[src/common/seq_pkg.sv]
// Package with constants of the status and error queue block.
package seq_pkg;
  localparam int          DEPTH          = 10;
  localparam int          PTR_W          = 4;
  localparam int          CNT_W          = 4;
  localparam int          CODE_W         = 16;
  localparam int          EN_W           = 16;
  localparam logic [15:0] CODE_NO_ERROR  = 16'h0000;
  localparam logic [15:0] CODE_NO_ARMED  = 16'h00ce;
  localparam logic [15:0] CODE_GET_MSG   = 16'h00cd;
  localparam logic [15:0] CODE_IFC_BOOT  = 16'h00cc;
  localparam logic [15:0] CODE_HW_WDOG   = 16'h00cb;
  localparam logic [15:0] CODE_FW_WDOG   = 16'h00ca;
  localparam logic [15:0] CODE_OVERFLOW  = 16'hfebe;
  localparam logic [15:0] STATUS_ZERO    = 16'h0000;
  localparam logic [15:0] EN_RESET       = 16'h0000;
  localparam int          STB_EAV_BIT    = 2;
  localparam logic [7:0]  STB_EAV_MASK   = 8'h04;
endpackage

[src/hdl/seq_error_queue.sv]
// Error/event queue with status register stubs for the remote-control interface adapter.
`timescale 1ns/1ps
module seq_error_queue (
  input  wire logic        REF_CLK_I,
  input  wire logic        RESET_N_I,
  input  wire logic        ERR_QUERY_I,
  input  wire logic        CLEAR_STATUS_I,
  input  wire logic        TRIGGER_TYPE_COMMAND_I,
  input  wire logic        TRIGGER_ARMED_I,
  input  wire logic        GROUP_TRIGGER_I,
  input  wire logic        MSG_BUSY_I,
  input  wire logic        IFC_BOOT_I,
  input  wire logic        PRIVATE_IFC_ENABLE_I,
  input  wire logic        HW_WDOG_BOOT_I,
  input  wire logic        FW_WDOG_BOOT_I,
  input  wire logic        DEV_ERR_VALID_I,
  input  wire logic [15:0] DEV_ERR_CODE_I,
  input  wire logic        OPER_EN_WRITE_I,
  input  wire logic        QUES_EN_WRITE_I,
  input  wire logic [15:0] EN_WDATA_I,
  output logic             ERR_VALID_O,
  output logic      [15:0] ERR_CODE_O,
  output logic      [15:0] OPER_STATUS_O,
  output logic      [15:0] QUES_STATUS_O,
  output logic      [15:0] OPER_ENABLE_O,
  output logic      [15:0] QUES_ENABLE_O,
  output logic             STB_EAV_O,
  output logic       [3:0] QUEUE_COUNT_O
);

  logic [15:0] mem [seq_pkg::DEPTH];
  logic  [3:0] rd_ptr;
  logic  [3:0] wr_ptr;
  logic  [3:0] count;

  // Event sources in priority order; one entry is pushed per cycle.
  wire logic        ev_fw    = FW_WDOG_BOOT_I;
  wire logic        ev_hw    = HW_WDOG_BOOT_I;
  wire logic        ev_ifc   = IFC_BOOT_I & PRIVATE_IFC_ENABLE_I;
  wire logic        ev_get   = GROUP_TRIGGER_I & MSG_BUSY_I;
  wire logic        ev_arm   = TRIGGER_TYPE_COMMAND_I & ~TRIGGER_ARMED_I;
  wire logic        ev_dev   = DEV_ERR_VALID_I & (DEV_ERR_CODE_I != 16'h0000);
  wire logic        push     = ev_fw | ev_hw | ev_ifc | ev_get | ev_arm | ev_dev;
  wire logic [15:0] push_code = ev_fw  ? seq_pkg::CODE_FW_WDOG :
                                ev_hw  ? seq_pkg::CODE_HW_WDOG :
                                ev_ifc ? seq_pkg::CODE_IFC_BOOT :
                                ev_get ? seq_pkg::CODE_GET_MSG :
                                ev_arm ? seq_pkg::CODE_NO_ARMED : DEV_ERR_CODE_I;
  wire logic        empty    = (count == 4'h0);
  wire logic        full     = (count == 4'(seq_pkg::DEPTH));
  wire logic        pop      = ERR_QUERY_I & ~empty & ~CLEAR_STATUS_I;
  wire logic        do_write = push & ~CLEAR_STATUS_I & (~full | pop);
  wire logic        mark_ovf = push & ~CLEAR_STATUS_I & full & ~pop;
  wire logic  [3:0] last_ptr = (wr_ptr == 4'h0) ? 4'(seq_pkg::DEPTH - 1) : wr_ptr - 4'h1;
  wire logic  [3:0] next_count = CLEAR_STATUS_I ? 4'h0 :
                                 count + {3'h0, do_write} - {3'h0, pop};

  function automatic logic [3:0] inc_ptr(input logic [3:0] p);
    inc_ptr = (p == 4'(seq_pkg::DEPTH - 1)) ? 4'h0 : p + 4'h1;
  endfunction

  always_ff @(posedge REF_CLK_I) begin
    if (do_write) begin
      mem[wr_ptr] <= push_code;
    end else if (mark_ovf) begin
      mem[last_ptr] <= seq_pkg::CODE_OVERFLOW;
    end
  end

  always_ff @(posedge REF_CLK_I or negedge RESET_N_I) begin
    if (!RESET_N_I) begin
      rd_ptr <= 4'h0;
      wr_ptr <= 4'h0;
      count  <= 4'h0;
    end else if (CLEAR_STATUS_I) begin
      rd_ptr <= 4'h0;
      wr_ptr <= 4'h0;
      count  <= 4'h0;
    end else begin
      if (pop) begin
        rd_ptr <= inc_ptr(rd_ptr);
      end
      if (do_write) begin
        wr_ptr <= inc_ptr(wr_ptr);
      end
      count <= next_count;
    end
  end

  // Query answer registered one cycle after the request.
  always_ff @(posedge REF_CLK_I or negedge RESET_N_I) begin
    if (!RESET_N_I) begin
      ERR_VALID_O <= 1'b0;
      ERR_CODE_O  <= 16'h0000;
    end else begin
      ERR_VALID_O <= ERR_QUERY_I;
      if (ERR_QUERY_I) begin
        ERR_CODE_O <= pop ? mem[rd_ptr] : seq_pkg::CODE_NO_ERROR;
      end
    end
  end

  always_ff @(posedge REF_CLK_I or negedge RESET_N_I) begin
    if (!RESET_N_I) begin
      OPER_ENABLE_O <= seq_pkg::EN_RESET;
      QUES_ENABLE_O <= seq_pkg::EN_RESET;
      OPER_STATUS_O <= seq_pkg::STATUS_ZERO;
      QUES_STATUS_O <= seq_pkg::STATUS_ZERO;
      STB_EAV_O     <= 1'b0;
      QUEUE_COUNT_O <= 4'h0;
    end else begin
      if (OPER_EN_WRITE_I) begin
        OPER_ENABLE_O <= EN_WDATA_I;
      end
      if (QUES_EN_WRITE_I) begin
        QUES_ENABLE_O <= EN_WDATA_I;
      end
      OPER_STATUS_O <= seq_pkg::STATUS_ZERO;
      QUES_STATUS_O <= seq_pkg::STATUS_ZERO;
      STB_EAV_O     <= (next_count != 4'h0);
      QUEUE_COUNT_O <= next_count;
    end
  end
endmodule

[config.mk]
export PLATFORM = sky130hd
export DESIGN_NAME = seq_error_queue
export DESIGN_NICKNAME = d
export VERILOG_FILES = /design/src/common/seq_pkg.sv /design/src/hdl/seq_error_queue.sv
export SDC_FILE = /design/constraint.sdc
export NUM_CORES = 1
export LEC_CHECK = 0
export ABC_CLOCK_PERIOD_IN_PS = 4800
export BUFFER_PORTS_ARGS = -buffer_cell sky130_fd_sc_hd__clkbuf_2
export CORE_MARGIN = 8
export CORE_UTILIZATION = 55
export DETAILED_ROUTE_END_ITERATION = 6
export GPL_TIMING_DRIVEN = 0
export PLACE_DENSITY = 0.78
export RECOVER_POWER = 100
export SLEW_MARGIN = 20
export SYNTH_ARGS = -nofsm -noshare
export SYNTH_HDL_FRONTEND = slang
export SYNTH_SLANG_ARGS = --single-unit
[constraint.sdc]
create_clock -name REF_CLK_I -period 4.8 [get_ports REF_CLK_I]
set_clock_uncertainty 0.05 [all_clocks]
set_input_delay 0.48 -clock REF_CLK_I [delete_from_list [all_inputs] [get_ports REF_CLK_I]]
set_output_delay 0.48 -clock REF_CLK_I [all_outputs]
set_load 0.02 [all_outputs]
==> results.tsv, run 1 <==
metric	value	unit
postLayoutCoreUtil	0.655	
via_per_inst	5.81	
path_max_fanout	10	
drc	0	
crit_required	4.95	ns
drt_iter0_markers	540	
drive_gt1_frac	0.264	
fin_setup_tns	0	ns
ios	133	
post-cts-setup-buffers	0	
hold-worst-slack	0.0994	ns
cp_slowest_cell	nor3_1	
slowest_delay	1.05	ns
cpMostUsedCell	buf_6	
multi_input_area	2740	um2
fp.dieH	147	um
place.port_buffers	98	
area_growth	18.0	%
synth-main-ff-cell	edfxtp_1	
crit_buf_inv	4	
antennaDiodeCount	0	
worst_ir_drop_vdd	0.000254	V
cts_resized	0	
final_common_cell	edfxtp_1	
period_needed	4.15	ns
syn_area	9460	um2
hold_viol_final	0	
core-area	17100	um2
dieArea	21700	um2
rsz0062_at_grt	false	
cts_tree	built	
htree_levels	1	
ys_seq_elements	222	
fmax	241	MHz
avgSynthCellArea	15.9	um2
yosysWarnings	0	
start_util	0.555	
cp_cell_sequence	inv_1, ha_1, nand4bb_1, nor2_1, a21boi_0, clkbuf_1, a22oi_1, nor3_1, buf_6, buf_6	
relSlewSlack	0.158	
synth_edf_count	160	
grt_pass1_wl	35200	um
drt-pass1-iter-count	5	
cp-start-kind	register	
final_cell_mix	edfxtp_1 (160), clkbuf_1 (90), dfrtp_1 (62)	
via_count	5848	
gr-total-overflow	0	
crit_type	reg -> reg	
async_flop_share	0.279	
tightest_slew	1.25	ns
nets	822	
cts_max_path_buffers	3	
clock_latency	0.50	ns
hold_path.class	in -> reg	
cts.sinks	222	
avgRoutedWirePerCell	22.9	um
area.sequential	6360	um2
antenna_found_initial	0	
grt_max_degree	55	
cts_root_buf	clkbuf_16	
yosysUniqueCellTypes	48	
p_leak	4.15	nW
fillers	1241	
powerDensity	450	nW/um2
ctsHoldBuffers	1	
numCtsBuffers	22	
clk_pin_slew_worst_paths	0.07	ns
setup_violations	0	
max-cap-violations	0	
finalCritPeriodShare	0.865	
arrival	4.30	ns
die_w	147	um
routed_wl	23000	um
syn_inst	594	
hpwl	15700	um
power	5.02	mW
grt_use_total	0.209	
ant_nets	0	
status	complete, no violations	
place.gp.congestion	0.846	
critical_path.top_delay_family	simple AND/OR/NAND/NOR gates	
drv_slew	0	
yosysSeqAreaShare	0.672	
rows	48	
end_kind	register	
grt_pass1_vias	6106	
routing by layer:
metal | vias up | wire length (um) | global-route usage
li1 | 2529 | - | -
met1 | 2938 | 8830 | 0.252
met2 | 336 | 11600 | 0.367
met3 | 45 | 2130 | 0.0526
met4 | 0 | 465 | 0.0525
met5 | - | 0 | 0
metrics by stage:
| step | area (um2) | worst slack, ns | instances |
|---|---|---|---|
| 2_1_floorplan | 9580 | 0.574 | 625 |
| 3_5_place_dp | 10600 | 0.597 | 965 |
| 3_3_place_gp | 10400 | -1.21 | 948 |
| 6_report | 11200 | 0.649 | 1006 |
| 5_1_grt | 11200 | 0.465 | 1006 |
| 4_1_cts | 11400 | 0.873 | 1006 |
worst register-to-register path, cell delays in order, from the launching register on:
cell and delay, ns:
dfrtp_1 0.37, inv_1 0.10, ha_1 0.22, nand4bb_1 0.19, nor2_1 0.21, a21boi_0 0.40, clkbuf_1 0.54, a22oi_1 0.28
nor3_1 1.05, buf_6 0.27, buf_6 0.16
area by class of cell:
class,instances,share of cell area
Multi-Input combinational cell,315,0.245
Clock buffer,30,0.0557
Tap cell,225,0.0252
Inverter,27,0.00908
Clock inverter,10,0.0117
Buffer,61,0.0316
Timing Repair Buffer,116,0.0524
Sequential cell,222,0.569
synth_stat cells (2+ instances only):
| cell type | count | area share |
|---|---|---|
| o211ai_1 | 17 | 0.013 |
| mux2i_1 | 19 | 0.020 |
| nor3_1 | 9 | 0.0048 |
| clkbuf_1 | 18 | 0.0071 |
| ha_1 | 9 | 0.012 |
| edfxtp_1 | 160 | 0.51 |
| o21ai_0 | 22 | 0.012 |
| or4_1 | 3 | 0.0024 |
| nand3b_1 | 2 | 0.0016 |
| or4_4 | 2 | 0.0024 |
| dfrtp_1 | 62 | 0.16 |
| mux2_2 | 49 | 0.058 |
| nand3_1 | 6 | 0.0032 |
| buf_4 | 32 | 0.025 |
| xnor2_1 | 2 | 0.0019 |
| or3_1 | 4 | 0.0026 |
| nand2b_1 | 5 | 0.0033 |
| nand2_1 | 24 | 0.0095 |
| nor3b_1 | 5 | 0.0040 |
| inv_1 | 26 | 0.010 |
| nor2b_1 | 5 | 0.0033 |
| mux4_2 | 32 | 0.076 |
| buf_2 | 5 | 0.0026 |
| buf_1 | 6 | 0.0024 |
| xor2_1 | 2 | 0.0019 |
| a21o_1 | 10 | 0.0079 |
| a22oi_1 | 4 | 0.0032 |
| a21oi_1 | 11 | 0.0058 |
| nor2_1 | 24 | 0.0095 |
registers in the layout, indices dropped and copies added (netlist names), 2 cells and up:
signal         cells
ERR_CODE_O        16
QUES_ENABLE_O     16
rd_ptr             4
wr_ptr             4
OPER_ENABLE_O     16
count              2
QUEUE_COUNT_O      2
mem              160
worst paths after layout:
kind / depth (start not counted) / startpoint / end / slack [ns]
worst max-delay path: 10 / count[2] / mem[0][6] / 0.65
worst min-delay path: 1 / ERR_QUERY_I / ERR_VALID_O / 0.1
worst max register to register: 10 / count[2] / mem[0][6] / 0.65
worst min register to register: 1 / QUES_ENABLE_O[11] / QUES_ENABLE_O[11] / 0.46
max in group asynchronous: 3 / RESET_N_I / ERR_CODE_O[4] / 3.50
min in group asynchronous: 2 / RESET_N_I / ERR_CODE_O[12] / 0.50
kinds of logic after synthesis:
kind of cell | synth area share
other | 0.000396
flip-flops | 0.672
XOR/XNOR | 0.00370
AND/OR/NAND/NOR | 0.0538
buffers and inverters | 0.0483
multiplexers | 0.156
adder cells (fa/ha/maj) | 0.0140
AO/OA/AOI/OAI | 0.0521
power by group:
part / internal [mW] / leakage, nW / switching, mW / total, mW
logic: 0.405 / 1.55 / 0.575 / 0.980
registers: 2.20 / 2.22 / 0.0621 / 2.27
clock network: 1.07 / 0.368 / 0.706 / 1.78
total: 3.68 / 4.15 / 1.34 / 5.02
No activity file was read; power rests on OpenSTA's default activity.
==> run 2: changes to the inputs <==
--- a/config.mk
+++ b/config.mk
@@ -5,7 +5,7 @@
 export SDC_FILE = /design/constraint.sdc
 export NUM_CORES = 1
 export LEC_CHECK = 0
-export ABC_CLOCK_PERIOD_IN_PS = 4800
+export ABC_CLOCK_PERIOD_IN_PS = 3900
 export BUFFER_PORTS_ARGS = -buffer_cell sky130_fd_sc_hd__clkbuf_2
 export CORE_MARGIN = 8
 export CORE_UTILIZATION = 55
==> constraint.sdc (replaced) <==
create_clock -name REF_CLK_I -period 3.9 [get_ports REF_CLK_I]
set_clock_uncertainty 0.05 [all_clocks]
set_input_delay 0.39 -clock REF_CLK_I [delete_from_list [all_inputs] [get_ports REF_CLK_I]]
set_output_delay 0.39 -clock REF_CLK_I [all_outputs]
set_load 0.02 [all_outputs]
==> run 2 against run 1 <==
Utilization is 0.45 points higher. Register-to-register slack worse by 0.47 ns. Clock power is 30% higher. Worst setup slack worse by 0.53 ns. Via count is 0.99% lower. Die area stayed put. Critical path depth is 3 lower. Hold slack worse by 0.0051 ns. Global-route usage is 0.28 points lower.
==> results.tsv, run 2 (synthesized netlist as in run 1, its figures left out) <==
metric	value	unit
fmax	264	MHz
dieArea	21700	um2
hold_path.class	in -> reg	
p_leak	4.22	nW
cts.sinks	222	
path_max_fanout	9	
status	complete, no violations	
crit_type	in -> reg	
finalCritPeriodShare	0.970	
grt_pass1_vias	6062	
via_per_inst	5.73	
cp.depth	7	
drt_iter0_markers	554	
ios	133	
cts_max_path_buffers	3	
core-area	17100	um2
hpwl	15800	um
regMostFlops	mem	
postLayoutCoreUtil	0.659	
period_needed	3.78	ns
place.gp.congestion	0.802	
relSlewSlack	0.117	
cp_slowest_cell	o41ai_1	
max-cap-violations	0	
crit_required	4.02	ns
start_util	0.555	
final_cell_mix	edfxtp_1 (160), clkbuf_1 (82), dfrtp_1 (62)	
drv_slew	0	
tightest_slew	1.32	ns
ant_nets	0	
htree_levels	1	
gr-total-overflow	0	
die_w	147	um
slowest_delay	0.92	ns
cts_tree	built	
routed_wl	22500	um
rsz0062_at_grt	false	
reg2reg_depth	10	
antennaDiodeCount	0	
hold_depth	2	
via_count	5790	
largest_reg_flops	160	
rows	48	
final_common_cell	edfxtp_1	
crit_buf_inv	2	
hold_viol_final	0	
end_kind	register	
worst_ir_drop_vdd	0.000315	V
numCtsBuffers	23	
cp-start-kind	input pin	
area_growth	18.8	%
antenna_found_initial	0	
fp.dieH	147	um
drive_gt1_frac	0.289	
place_area	10600	um2
grt_max_degree	53	
cts_root_buf	clkbuf_16	
grt_pass1_wl	34600	um
nets	826	
powerDensity	560	nW/um2
drt-pass1-iter-count	5	
setup_violations	0	
critical_path.top_delay_family	simple AND/OR/NAND/NOR gates	
arrival	3.90	ns
avgRoutedWirePerCell	22.3	um
place.port_buffers	98	
clk_pin_slew_worst_paths	0.06	ns
drc	0	
clock_latency	0.50	ns
fin_area	11200	um2
grt_use_total	0.206	
cp_cell_sequence	clkbuf_1, or4_1, o41ai_1, a21boi_2, mux2_1, nor2_1, clkbuf_2	
-- run 2: changes by cell type in the layout (fill, tap and decap cells not counted), moves of 3 or more --
| cell | delta |
|---|---|
| clkbuf_2 | +13 |
| clkbuf_1 | -8 |
| buf_6 | -5 |
| nor3_1 | -4 |
| nor3_2 | +4 |
| clkbuf_8 | +3 |
-- run 2: area by class of cell --
| type | instances | area, um2 |
|---|---|---|
| Clock buffer | 33 | 684 |
| Timing Repair Buffer | 119 | 564 |
| Clock inverter | 9 | 135 |
| Buffer | 61 | 354 |
| Multi-Input combinational cell | 315 | 2770 |
| Tap cell | 225 | 282 |
| Sequential cell | 222 | 6360 |
| Inverter | 27 | 101 |
| Fill cell | 1201 | 5810 |
-- run 2: per-layer routing --
layer,track usage,up-vias,part of all wire
li1,-,2539,-
met1,0.258,2886,0.39
met2,0.356,323,0.50
met3,0.0400,42,0.088
met4,0.0617,0,0.022
met5,0,-,0
-- run 2: stage by stage --
stage / total power [mW] / setup WS [ns] / cells / hold WS (ns) / TNS [ns]
3_5_place_dp: 4.07 / -0.0914 / 963 / 0.239 / -0.0914
3_3_place_gp: 3.97 / -0.962 / 948 / 0.438 / -74.28
5_1_grt: 6.53 / 0.00510 / 1011 / 0.0794 / 0
2_1_floorplan: 3.66 / 0.423 / 625 / 0.0444 / 0
6_report: 6.29 / 0.118 / 1011 / 0.0944 / 0
4_1_cts: 6.37 / 0.0551 / 1007 / 0.0752 / 0
-- run 2: power breakdown --
part	internal (mW)	switching (mW)	leakage (nW)
clock	1.43	0.884	0.404
combinational	0.491	0.699	1.59
sequential	2.71	0.0763	2.22
-- run 2: worst paths after layout --
path	start	slack, ns	endpoint
hold / removal	EN_WDATA_I[14]	0.09	OPER_ENABLE_O[14]
hold reg to reg	QUES_ENABLE_O[4]	0.46	QUES_ENABLE_O[4]
setup reg to reg	count[2]	0.18	mem[1][10]
setup / recovery	DEV_ERR_CODE_I[8]	0.12	mem[6][0]
min in group asynchronous	RESET_N_I	0.40	QUES_ENABLE_O[1]
max in group asynchronous	RESET_N_I	1.66	ERR_CODE_O[15]
-- run 2: repair_timing --
| item | in CTS | in global routing |
|---|---|---|
| resized for setup | 0 | 1 |
| hold buffers | 2 | 0 |
| endpoints found under the setup margin | 0 | 19 |
| hold endpoints to repair | 11 | 0 |
| setup buffers | 0 | 4 |
